File: src/cpu_move_ret_defs.svh
`ifndef CPU_MOVE_RET_DEFS_SVH
`define CPU_MOVE_RET_DEFS_SVH

// Register byte offsets (word aligned)
`define ADR_INSTR 12'h000
`define ADR_ACC 12'h004
`define ADR_STATUS 12'h008
`define ADR_PC 12'h00C
`define ADR_IRQ_CTRL 12'h010
`define ADR_STACK 12'h014
`define ADR_STACK_HEAD 12'h018
`define ADR_FILE_BASE 12'h200

// Instruction word fields
`define INSTR_W 11
`define INSTR_OP_MSB 10
`define INSTR_OP_LSB 8
`define INSTR_DEST_BIT 7

// Operation codes
`define OP_IDLE 3'h0
`define OP_MOVE_FILE 3'h1
`define OP_STORE_ACC 3'h2
`define OP_LOAD_LITERAL 3'h3
`define OP_IRQ_RETURN 3'h4
`define OP_LITERAL_RETURN 3'h5

// Status and control bit positions
`define STAT_ZERO_BIT 0
`define STAT_BUSY_BIT 1
`define IRQ_MASTER_BIT 7

// Reset values
`define ACC_RST 8'h00
`define IRQ_CTRL_RST 8'h00
`define PC_RST 13'h0000

`endif

File: src/cpu_move_ret_pkg.sv
package cpu_move_ret_pkg;

  typedef enum logic [1:0] {
    ST_READY,
    ST_EXEC,
    ST_FLUSH
  } exec_state_t;

  typedef logic [2:0] op_t;
  typedef logic [6:0] file_idx_t;

endpackage

File: src/return_stack.sv
`timescale 1ns/10ps

module return_stack #(
  parameter int DEPTH = 8,
  parameter int WIDTH = 13,
  parameter int CNT_W = $clog2(DEPTH + 1)
) (
  // Clock and reset
  input wire logic clk_i,
  input wire logic rst_i,
  // Push and pop
  input wire logic push_i,
  input wire logic [WIDTH-1:0] push_data_i,
  input wire logic pop_i,
  // State
  output logic [WIDTH-1:0] head_o,
  output logic [CNT_W-1:0] depth_o
);

  localparam int PTR_W = $clog2(DEPTH);

  logic [WIDTH-1:0] mem [DEPTH];
  logic [PTR_W-1:0] ptr_ff;
  logic [CNT_W-1:0] depth_ff;
  logic [PTR_W-1:0] top_idx;

  assign top_idx = ptr_ff - 1'b1;
  assign head_o = mem[top_idx];
  assign depth_o = depth_ff;

  // Circular: overflow overwrites the oldest entry, underflow wraps
  always_ff @(posedge clk_i) begin
    if (rst_i) begin
      ptr_ff <= '0;
    end else if (push_i) begin
      ptr_ff <= ptr_ff + 1'b1;
    end else if (pop_i) begin
      ptr_ff <= top_idx;
    end
  end

  always_ff @(posedge clk_i) begin
    if (rst_i) begin
      depth_ff <= '0;
    end else if (push_i && depth_ff != CNT_W'(DEPTH)) begin
      depth_ff <= depth_ff + 1'b1;
    end else if (!push_i && pop_i && depth_ff != '0) begin
      depth_ff <= depth_ff - 1'b1;
    end
  end

  always_ff @(posedge clk_i) begin
    if (push_i) begin
      mem[ptr_ff] <= push_data_i;
    end
  end

endmodule

File: src/cpu_move_ret_core.sv
// Chosen here: the placing of the registers and the Wishbone register port.
`timescale 1ns/10ps
`include "cpu_move_ret_defs.svh"

// Functional notes
// - move_file_op copies file to accumulator or itself
// - move_file_op updates zero flag from value
// - move_file_op: 7-bit index, one cycle
// - store_acc_op writes file, flags untouched, one cycle
// - load_literal_op loads 8-bit literal, flags untouched
// - irq_return_op pops stack_head into PC, two cycles
// - irq_return_op sets master_irq_on bit seven
// - literal_return_op loads literal, pops PC, two cycles
module cpu_move_ret_core
  import cpu_move_ret_pkg::*;
#(
  parameter int PC_W = 13,
  parameter int STACK_DEPTH = 8,
  parameter int FILE_WORDS = 128
) (
  // Clock and reset
  input wire logic clk_i,
  input wire logic rst_i,
  // Wishbone slave
  input wire logic wb_cyc_i,
  input wire logic wb_stb_i,
  input wire logic wb_we_i,
  input wire logic [11:0] wb_adr_i,
  input wire logic [3:0] wb_sel_i,
  input wire logic [31:0] wb_dat_i,
  output logic [31:0] wb_dat_o,
  output logic wb_ack_o,
  // Core state
  output logic master_irq_on_o,
  output logic [PC_W-1:0] pc_o,
  output logic [7:0] acc_o
);

  localparam int CNT_W = $clog2(STACK_DEPTH + 1);

  exec_state_t state_ff;
  logic [`INSTR_W-1:0] instr_ff;
  logic [7:0] acc_ff;
  logic zero_ff;
  logic [PC_W-1:0] pc_ff;
  logic [7:0] irq_ctrl_ff;
  logic [7:0] file_mem [FILE_WORDS];
  logic ack_ff;
  logic [31:0] dat_ff;

  logic req;
  logic bus_wr;
  logic busy;
  logic exec;
  op_t op;
  file_idx_t f_idx;
  logic dest_file;
  logic [7:0] literal;
  logic [7:0] file_val;
  logic is_return;
  logic [PC_W-1:0] stack_head;
  logic [CNT_W-1:0] stack_depth;
  logic stack_pop;
  logic stack_push;

  // Word register hit at a given byte offset
  function automatic logic reg_hit(input logic [11:0] adr, input logic [11:0] off);
    reg_hit = (adr[11:2] == off[11:2]);
  endfunction

  // File register window occupies 0x200 to 0x3FF, one eighth of the map
  function automatic logic file_hit(input logic [11:0] adr);
    file_hit = (adr[11:9] == 3'(`ADR_FILE_BASE >> 9));
  endfunction

  assign req = wb_cyc_i & wb_stb_i;
  // Writes land on the edge where the master sees ack; low byte lane required
  assign bus_wr = req & ack_ff & wb_we_i & wb_sel_i[0];
  assign busy = (state_ff != ST_READY);
  assign exec = (state_ff == ST_EXEC);
  assign op = instr_ff[`INSTR_OP_MSB:`INSTR_OP_LSB];
  assign f_idx = instr_ff[6:0];
  assign dest_file = instr_ff[`INSTR_DEST_BIT];
  assign literal = instr_ff[7:0];
  assign file_val = file_mem[f_idx];
  assign is_return = (op == `OP_IRQ_RETURN) || (op == `OP_LITERAL_RETURN);
  assign stack_pop = exec & is_return;
  assign stack_push = bus_wr & reg_hit(wb_adr_i, `ADR_STACK) & ~busy;

  return_stack #(
    .DEPTH(STACK_DEPTH),
    .WIDTH(PC_W),
    .CNT_W(CNT_W)
  ) u_stack (
    .clk_i(clk_i),
    .rst_i(rst_i),
    .push_i(stack_push),
    .push_data_i(wb_dat_i[PC_W-1:0]),
    .pop_i(stack_pop),
    .head_o(stack_head),
    .depth_o(stack_depth)
  );

  // Issue while busy is dropped so a half-done return is never disturbed
  always_ff @(posedge clk_i) begin
    if (rst_i) begin
      instr_ff <= '0;
    end else if (bus_wr && reg_hit(wb_adr_i, `ADR_INSTR) && !busy) begin
      instr_ff <= wb_dat_i[`INSTR_W-1:0];
    end
  end

  // returns take a second, flushing cycle
  always_ff @(posedge clk_i) begin
    if (rst_i) begin
      state_ff <= ST_READY;
    end else begin
      case (state_ff)
        ST_READY: begin
          if (bus_wr && reg_hit(wb_adr_i, `ADR_INSTR)) begin
            state_ff <= ST_EXEC;
          end
        end
        ST_EXEC: begin
          state_ff <= is_return ? ST_FLUSH : ST_READY;
        end
        ST_FLUSH: begin
          state_ff <= ST_READY;
        end
        default: begin
          state_ff <= ST_READY;
        end
      endcase
    end
  end

  always_ff @(posedge clk_i) begin
    if (rst_i) begin
      acc_ff <= `ACC_RST;
    end else if (exec) begin
      case (op)
        `OP_MOVE_FILE: begin
          if (!dest_file) begin
            acc_ff <= file_val;
          end
        end
        `OP_LOAD_LITERAL: begin
          acc_ff <= literal;
        end
        `OP_LITERAL_RETURN: begin
          acc_ff <= literal;
        end
        default: begin
          acc_ff <= acc_ff;
        end
      endcase
    end else if (bus_wr && reg_hit(wb_adr_i, `ADR_ACC) && !busy) begin
      acc_ff <= wb_dat_i[7:0];
    end
  end

  // Only move_file_op touches the zero flag; all other ops leave it
  always_ff @(posedge clk_i) begin
    if (rst_i) begin
      zero_ff <= 1'b0;
    end else if (exec && op == `OP_MOVE_FILE) begin
      zero_ff <= (file_val == 8'h00);
    end else if (bus_wr && reg_hit(wb_adr_i, `ADR_STATUS) && !busy) begin
      zero_ff <= wb_dat_i[`STAT_ZERO_BIT];
    end
  end

  // File array carries no reset, as a real register file would not
  always_ff @(posedge clk_i) begin
    if (exec && op == `OP_STORE_ACC) begin
      file_mem[f_idx] <= acc_ff;
    end else if (exec && op == `OP_MOVE_FILE && dest_file) begin
      file_mem[f_idx] <= file_val;
    end else if (bus_wr && file_hit(wb_adr_i) && !busy) begin
      file_mem[wb_adr_i[8:2]] <= wb_dat_i[7:0];
    end
  end

  always_ff @(posedge clk_i) begin
    if (rst_i) begin
      pc_ff <= `PC_RST;
    end else if (exec) begin
      if (is_return) begin
        pc_ff <= stack_head;
      end else begin
        // all non-return ops just advance PC
        pc_ff <= pc_ff + 1'b1;
      end
    end else if (bus_wr && reg_hit(wb_adr_i, `ADR_PC) && !busy) begin
      pc_ff <= wb_dat_i[PC_W-1:0];
    end
  end

  always_ff @(posedge clk_i) begin
    if (rst_i) begin
      irq_ctrl_ff <= `IRQ_CTRL_RST;
    end else if (exec && op == `OP_IRQ_RETURN) begin
      irq_ctrl_ff[`IRQ_MASTER_BIT] <= 1'b1;
    end else if (bus_wr && reg_hit(wb_adr_i, `ADR_IRQ_CTRL) && !busy) begin
      irq_ctrl_ff <= wb_dat_i[7:0];
    end
  end

  // Ack one cycle after the request, dropped the cycle after
  always_ff @(posedge clk_i) begin
    if (rst_i) begin
      ack_ff <= 1'b0;
    end else begin
      ack_ff <= req & ~ack_ff;
    end
  end

  always_ff @(posedge clk_i) begin
    if (rst_i) begin
      dat_ff <= 32'h0000_0000;
    end else if (req && !ack_ff) begin
      dat_ff <= 32'h0000_0000;
      if (reg_hit(wb_adr_i, `ADR_INSTR)) begin
        dat_ff[`INSTR_W-1:0] <= instr_ff;
      end else if (reg_hit(wb_adr_i, `ADR_ACC)) begin
        dat_ff[7:0] <= acc_ff;
      end else if (reg_hit(wb_adr_i, `ADR_STATUS)) begin
        dat_ff[`STAT_ZERO_BIT] <= zero_ff;
        dat_ff[`STAT_BUSY_BIT] <= busy;
      end else if (reg_hit(wb_adr_i, `ADR_PC)) begin
        dat_ff[PC_W-1:0] <= pc_ff;
      end else if (reg_hit(wb_adr_i, `ADR_IRQ_CTRL)) begin
        dat_ff[7:0] <= irq_ctrl_ff;
      end else if (reg_hit(wb_adr_i, `ADR_STACK)) begin
        dat_ff[CNT_W-1:0] <= stack_depth;
      end else if (reg_hit(wb_adr_i, `ADR_STACK_HEAD)) begin
        dat_ff[PC_W-1:0] <= stack_head;
      end else if (file_hit(wb_adr_i)) begin
        dat_ff[7:0] <= file_mem[wb_adr_i[8:2]];
      end
    end
  end

  assign wb_ack_o = ack_ff;
  assign wb_dat_o = dat_ff;
  assign master_irq_on_o = irq_ctrl_ff[`IRQ_MASTER_BIT];
  assign pc_o = pc_ff;
  assign acc_o = acc_ff;

endmodule

File: config.mk
export PLATFORM = sky130hd
export DESIGN_NAME = cpu_move_ret_core
export DESIGN_NICKNAME = d
export VERILOG_FILES = /design/src/cpu_move_ret_pkg.sv /design/src/return_stack.sv /design/src/cpu_move_ret_core.sv
export VERILOG_INCLUDE_DIRS = /design/src
export SDC_FILE = /design/constraint.sdc
export NUM_CORES = 2
export LEC_CHECK = 0
export BUFFER_PORTS_ARGS = -buffer_cell sky130_fd_sc_hd__buf_2
export CORE_MARGIN = 2
export CORE_UTILIZATION = 40
export CTS_CLUSTER_SIZE = 30
export DETAILED_ROUTE_END_ITERATION = 8
export GPL_TIMING_DRIVEN = 0
export PLACE_DENSITY = 0.53
export SLEW_MARGIN = 20
export SYNTH_ARGS = -nofsm -noshare
export SYNTH_HDL_FRONTEND = slang
export SYNTH_HIERARCHICAL = 1
export SYNTH_SLANG_ARGS = --single-unit
File: constraint.sdc
create_clock -name clk_i -period 23.4 [get_ports clk_i]
set_clock_uncertainty 0.15 [all_clocks]
set_input_delay 2.34 -clock clk_i [delete_from_list [all_inputs] [get_ports clk_i]]
set_output_delay 2.34 -clock clk_i [all_outputs]
set_load 0.1 [all_outputs]
## Yosys cells after proc, flatten, opt, wreduce, memory -nomap -nowiden

Memory sizes are Yosys's and may differ from the RTL's. A register that Yosys moved wholly into a read port is not among the register bits.
Cells that the tools add are included.

- Flip-flop bits (word level): 64
- Latch bits: 0
- Bits in writable memories: 1128
- Bits in read-only memories: 0
- Input bits: 53
- Output and inout bits: 55
- Logic and storage cells: 150
- Memories kept: 2

- Add/subtract/negate cells: 5
- Multiply operators: 0
- Divide/modulo/power cells: 0
- $lt $le $gt $ge: 0
- Equal/unequal tests: 17
- Shift-type cells: 0
- Mux-type cells: 64
- Bitwise gates (word level): 12
- Reductions and logical operators: 39

Memory list:

| memory | words | width | read ports | clocked after memory_dff | wr ports | line | RTL |
|---|---|---|---|---|---|---|---|
| file_mem | 128 | 8 | 2 | 1 | 1 | cpu_move_ret_core.sv:47 | `logic [7:0] file_mem [FILE_WORDS];` |
| u_stack.mem | 8 | 13 | 1 | 0 | 1 | return_stack.sv:22 | `logic [WIDTH-1:0] mem [DEPTH];` |

Operator list:

| operator | number |
|---|---|
| $mux W8 | 18 |
| $mux W9 | 8 |
| $mux W13 | 4 |
| $eq A10 B3 Y1 const B | 3 |
| $mux W11 | 2 |
| $mux W7 | 3 |
| $eq A10 B2 Y1 const B | 2 |
| $logic_and A1 B1 Y1 | 20 |
| $pmux W8 S2 | 1 |
| $mux W1 | 15 |
| $mux W5 | 3 |
| $reduce_bool A2 Y1 | 7 |
| $add A13 B1 Y13 const B | 1 |
| $mux W4 | 3 |
| $eq A10 B1 Y1 const B | 1 |
| $logic_not A10 Y1 | 1 |
| $and A1 B1 Y1 | 8 |
| $logic_not A8 Y1 | 1 |
| $mux W2 | 4 |
| $reduce_or A8 Y1 | 1 |
| $eq A3 B1 Y1 const B | 2 |
| $eq A3 B2 Y1 const B | 2 |
| $eq A3 B3 Y1 const B | 2 |
| $mux W3 | 2 |
| other kinds (19) | 23 |

## Longest topological paths before layout

- Depth in word-level cells: 24
- Gate-level depth with buffers: 16
- Gate-level depth less buffers: 11

## Modules after synthesis

Netlist, hierarchy kept.

By module, submodules not included:

| module | times used | cells an instance | area each (µm²) | seq. area each (µm²) |
|---|---|---|---|---|
| cpu_move_ret_core | 1 | 2863 | 52036.2 | 32030.7 |
| return_stack | 1 | 214 | 4424.2 | 3263.1 |

## Worst setup path before layout

OpenSTA, ideal clock, no wires.

- Path kind: input to register
- Start point: input wb_adr_i[10]
- End point: memory file_mem[0][5], data pin
- Setup time: 1198 ps
- Data arrival time: 8585 ps
- Data required time: 22052 ps
- Path slack: 13466 ps
- Stages: 9
- Buffers on the path: 5
- Path through: nor2_1 -> and2_0 -> and2_1 -> clkbuf_1 -> buf_2 -> buf_2 -> buf_2 -> clkbuf_1 -> o21ai_0

- Cells in the longest elaborated chain, start to end: 9

Ends and longest elaborated chain:

| element | line | RTL |
|---|---|---|
| start: declaration | cpu_move_ret_core.sv:28 | `input wire logic [11:0] wb_adr_i,` |
| $eq A3 B1 Y1 | cpu_move_ret_core.sv:73 | `` file_hit = (adr[11:9] == 3'(`ADR_FILE_BASE >> 9)); `` |
| $logic_and A1 B1 Y1 (2 in series) | cpu_move_ret_core.sv:179 | `end else if (bus_wr && file_hit(wb_adr_i) && !busy) begin` |
| $mux W1 | cpu_move_ret_core.sv:179 |  |
| $mux W1 | cpu_move_ret_core.sv:177 | `` end else if (exec && op == `OP_MOVE_FILE && dest_file) begin `` |
| $mux W1 | cpu_move_ret_core.sv:175 | `` if (exec && op == `OP_STORE_ACC) begin `` |
| $mux W1 (implied by the code) | cpu_move_ret_core.sv:180 | `file_mem[wb_adr_i[8:2]] <= wb_dat_i[7:0];` |
| $reduce_or A8 Y1 (no line) | -- |  |
| $mux W8 (no line) | -- |  |
| end: declaration | cpu_move_ret_core.sv:47 |  |

No other way between the ends.

## Worst setup path after layout

- Start point: input wb_adr_i[4]
- End point: memory u_stack.mem[0][4] (enable)

- Cells in the longest elaborated chain, start to end: 5

Ends and longest elaborated chain:

| element | line | RTL |
|---|---|---|
| $eq A10 B3 Y1 | cpu_move_ret_core.sv:68 | `reg_hit = (adr[11:2] == off[11:2]);` |
| $and A1 B1 Y1 (2 in series) | cpu_move_ret_core.sv:88 | `` assign stack_push = bus_wr & reg_hit(wb_adr_i, `ADR_STACK) & ~busy; `` |
| via stack_push | cpu_move_ret_core.sv:64 | `logic stack_push;` |
| $mux W1 | return_stack.sv:53 | `if (push_i) begin` |
| $mux W1 (implied by the code) | return_stack.sv:54 | `mem[ptr_ff] <= push_data_i;` |
| end: declaration | return_stack.sv:22 |  |

The timed path passes the listed nets, and every way through them passes these cells.

==> impl_metrics.tcl <==
set metrics [dict create \
    grt_max_degree 59 \
    fill_cells 11973 \
    holdCritStartpoint "wb_dat_o[11]" \
    min_to "wb_dat_o[11]" \
    clk_latency_ns 0.82 \
    leakage_nw 17.48 \
    synth_top_family_by_area "multiplexers" \
    cts_hold_buf 0 \
    vdd_drop_max_mv 0.06747 \
    setup_tns_ns 0 \
    critPathRequiredTime_ns 23.75 \
    finalHoldViolations 0 \
    min_period_ns 7.566 \
    ys_types 81 \
    ff2ff_path_depth 16 \
    grt_pass1_wl_um 351000 \
    boundaryPins 108 \
    final-setup-viol-count 0 \
    grt_use_total_pct 37.48 \
    dieArea_mm2 0.1442 \
    overflow 0 \
    syn_inst 3077 \
    antenna_found_initial 18 \
    reg2reg_slack_ns 16.96 \
    grt_pass1_vias 35990 \
    synthSimpleGateAreaFrac_pct 4.224 \
    drv_slew 0 \
    hold_class "reg -> reg" \
    synth_xor_area_share_pct 0.1396 \
    async_flop_share_pct 0 \
    cts_sinks 1199 \
    fin_hold_ws_ns 0.2995 \
    synth.avg_cell_area_um2 18.35 \
    drc 0 \
    rsz0062_at_grt "no" \
    avgRoutedWirePerCell_um 50.97 \
    clockBufferDepth 3 \
    synth_fa_ha_area_share_pct 0.1241 \
    crit_type "in -> reg" \
    seq_area_frac_synth_pct 62.51 \
    post_cts_resized 0 \
    yosysWarningCount 6 \
    maxSlewHeadroom_pct 15.36 \
    start_util_pct 40.37 \
    drtAntennaViolNets 0 \
    via_count 37178 \
    rows 137 \
    layout-drive-gt1-share_pct 34.95 \
    tightest_slew_ns 1.265 \
    end_kind "register" \
    coreArea_mm2 0.1399 \
    place.gp.congestion 1.030 \
    arrival_ns 7.91 \
    syn-cell-area_mm2 0.05646 \
    numCtsBuffers 138 \
    rr_endpoint "file_mem[19][4]" \
    die_h_um 379.7 \
    cts_tree "yes" \
    synth_compound_area_share_pct 4.098 \
    synth_edf_count 1128 \
    die_x_um 379.7 \
    outcome "finished clean" \
    max_clock_freq_mhz 132.2 \
    start_kind "input port" \
    drt_iter0_markers 5933 \
    first_pass_iters 6 \
    hpwl_um 200300 \
    port_buffers 60 \
    root_buffer "clkbuf_16" \
    ys_ff_latch 1199 \
    syn_to_final_growth_pct 15.61 \
    h-tree-depth 4 \
    clk_transition_reported_paths_ns 0.06 \
    synthFlopType "edfxtp_1" \
    synthMuxAreaShare_pct 26.07 \
    power_density_mw_per_mm2 71.79 \
    routed_wl_um 272400 \
    post-cts-setup-buffers 0 \
    avgViaCountPerCell 6.956 \
    crit_fanout 10 \
    max_cap_viol_count 0 \
    nNetsFinal 3414 \
    min_path_cells 2 \
    finalCritPeriodShare_pct 32.34 \
]
==> routing by layer <==
| layer | GRT usage [%] | up-vias | part of all wire, % |
|---|---|---|---|
| met4 | 23.26 | 10 | 7.4 |
| met3 | 10.73 | 671 | 11 |
| met2 | 57.72 | 2893 | 46 |
| met5 | 0 | - | 0.023 |
| li1 | - | 13533 | - |
| met1 | 46.89 | 20071 | 36 |
==> final cells by class <==
class / count / area [um2] / share of cell area (%)
Antenna cell: 7 / 17.52 / 0.02683
Buffer: 268 / 1602 / 2.453
Clock buffer: 176 / 3660 / 5.607
Clock inverter: 70 / 773.2 / 1.185
Inverter: 14 / 52.55 / 0.08050
Multi-Input combinational cell: 1614 / 19880 / 30.45
Sequential cell: 1199 / 35290 / 54.07
Tap cell: 1876 / 2347 / 3.596
Timing Repair Buffer: 121 / 1655 / 2.536
==> critical path: stages <==
cell and delay, ns:
buf_2 0.17, clkbuf_1 0.87, buf_1 0.91, clkbuf_2 0.57, buf_16 0.24, clkbuf_2 0.31, buf_16 0.22, and2_1 0.26
nand2_1 0.08, nor2_1 0.52, buf_2 0.34, nand2_1 0.20, nor3_2 0.60, buf_6 0.25
==> cells by family (layout without fill, tap and decap cells) <==
kind of cell | Yosys count | count (layout)
AND/OR/NAND/NOR | 528 | 528
multiplexers | 717 | 717
other | 1 | 26
adder cells (fa/ha/maj) | 5 | 5
flip-flops | 1199 | 1199
buffers and inverters | 282 | 649
XOR/XNOR | 9 | 9
AO/OA/AOI/OAI | 336 | 336
==> state kept, by name, summed over array words and instances (netlist names), named ones only <==
signal           cells
file_mem          1024
u_stack/mem        104
pc_o                13
wb_dat_o            13
instr_ff            11
acc_o                8
irq_ctrl_ff          8
u_stack/depth_o      4
u_stack/ptr_ff       3
state_ff             2
wb_ack_o             1
zero_ff              1
==> worst max path at each step <==
stage	start	end	slack, ns	cells after the start
6_report	wb_adr_i[4]	u_stack/mem[0][4]	15.83	14
5_1_grt	wb_adr_i[4]	u_stack/mem[1][4]	16.03	13
4_1_cts	wb_adr_i[4]	u_stack/mem[0][4]	16.11	14
3_5_place_dp	wb_adr_i[4]	u_stack/mem[0][0]	15.26	14
3_3_place_gp	register	file_mem[46][1]	5.58	9
2_1_floorplan	wb_adr_i[10]	file_mem[0][5]	13.47	9
==> layout by cell type, fill, tap and decap left out, types with 19 or more instances in the layout <==
master     netlist  layout
a21oi_1         70      70
mux2i_1         83      83
buf_6           23      26
nand2_1        124     123
nor3_1          29      24
conb_1           1      19
o221ai_1        25      25
a221oi_1        26      25
o21ai_0         71      63
clkbuf_16        0     141
nand3_1         41      41
mux2_2          36      36
clkbuf_1       112     107
clkbuf_2         2      42
buf_2           60     126
nand2b_1        21      21
buf_16           0      30
nor2_2           1      43
buf_4           55      57
nor2_1         229     187
mux4_2         581     581
edfxtp_1      1128    1128
buf_12           5      26
clkinv_1         1      22
a22oi_1         31      31
dfxtp_1         71      71
==> where the power goes <==
part / internal [mW] / switching (mW)
combinational: 0.0445 / 0.142
clock: 1.25 / 0.940
sequential: 2.31 / 0.000547
total: 3.60 / 1.08
==> synth_stat cells (4+ instances only) <==
cell type | n | share of area, %
a211oi_1 | 14 | 0.19
a21oi_1 | 70 | 0.62
a221oi_1 | 26 | 0.40
a22o_1 | 4 | 0.062
a22oi_1 | 31 | 0.41
a311oi_1 | 11 | 0.17
a31oi_1 | 10 | 0.11
and2_1 | 9 | 0.10
buf_1 | 11 | 0.073
buf_12 | 5 | 0.18
buf_2 | 60 | 0.53
buf_4 | 55 | 0.73
buf_6 | 23 | 0.46
clkbuf_1 | 112 | 0.74
dfxtp_1 | 71 | 2.5
edfxtp_1 | 1128 | 60
ha_1 | 4 | 0.089
inv_1 | 12 | 0.080
mux2_2 | 36 | 0.72
mux2i_1 | 83 | 1.5
mux4_1 | 11 | 0.51
mux4_2 | 581 | 23
nand2_1 | 124 | 0.82
nand2b_1 | 21 | 0.23
nand3_1 | 41 | 0.36
nor2_1 | 229 | 1.5
nor2b_1 | 13 | 0.14
nor3_1 | 29 | 0.26
nor3b_1 | 9 | 0.12
o211ai_1 | 4 | 0.053
o21ai_0 | 71 | 0.63
o221ai_1 | 25 | 0.39
o22a_1 | 8 | 0.12
o22ai_1 | 14 | 0.16
o2bb2ai_1 | 8 | 0.12
o31ai_1 | 4 | 0.053
or2_2 | 18 | 0.20
or3_1 | 10 | 0.11
or4_1 | 5 | 0.066
xnor2_1 | 8 | 0.12
==> per-stage QoR <==
| stage | power (mW) | instances | instance area [um2] | util, % | setup WS [ns] |
|---|---|---|---|---|---|
| 3_3_place_gp | 2.530 | 5031 | 59180 | 42.31 | 5.585 |
| 4_1_cts | 4.686 | 5336 | 65210 | 46.62 | 16.11 |
| 3_5_place_dp | 2.540 | 5090 | 60770 | 43.45 | 15.26 |
| 6_report | 4.686 | 5345 | 65280 | 46.67 | 15.83 |
| 2_1_floorplan | 2.443 | 3095 | 56530 | - | 13.47 |
| 5_1_grt | 4.764 | 5338 | 65260 | 46.66 | 16.03 |
(Power assumes the default switching activity.)
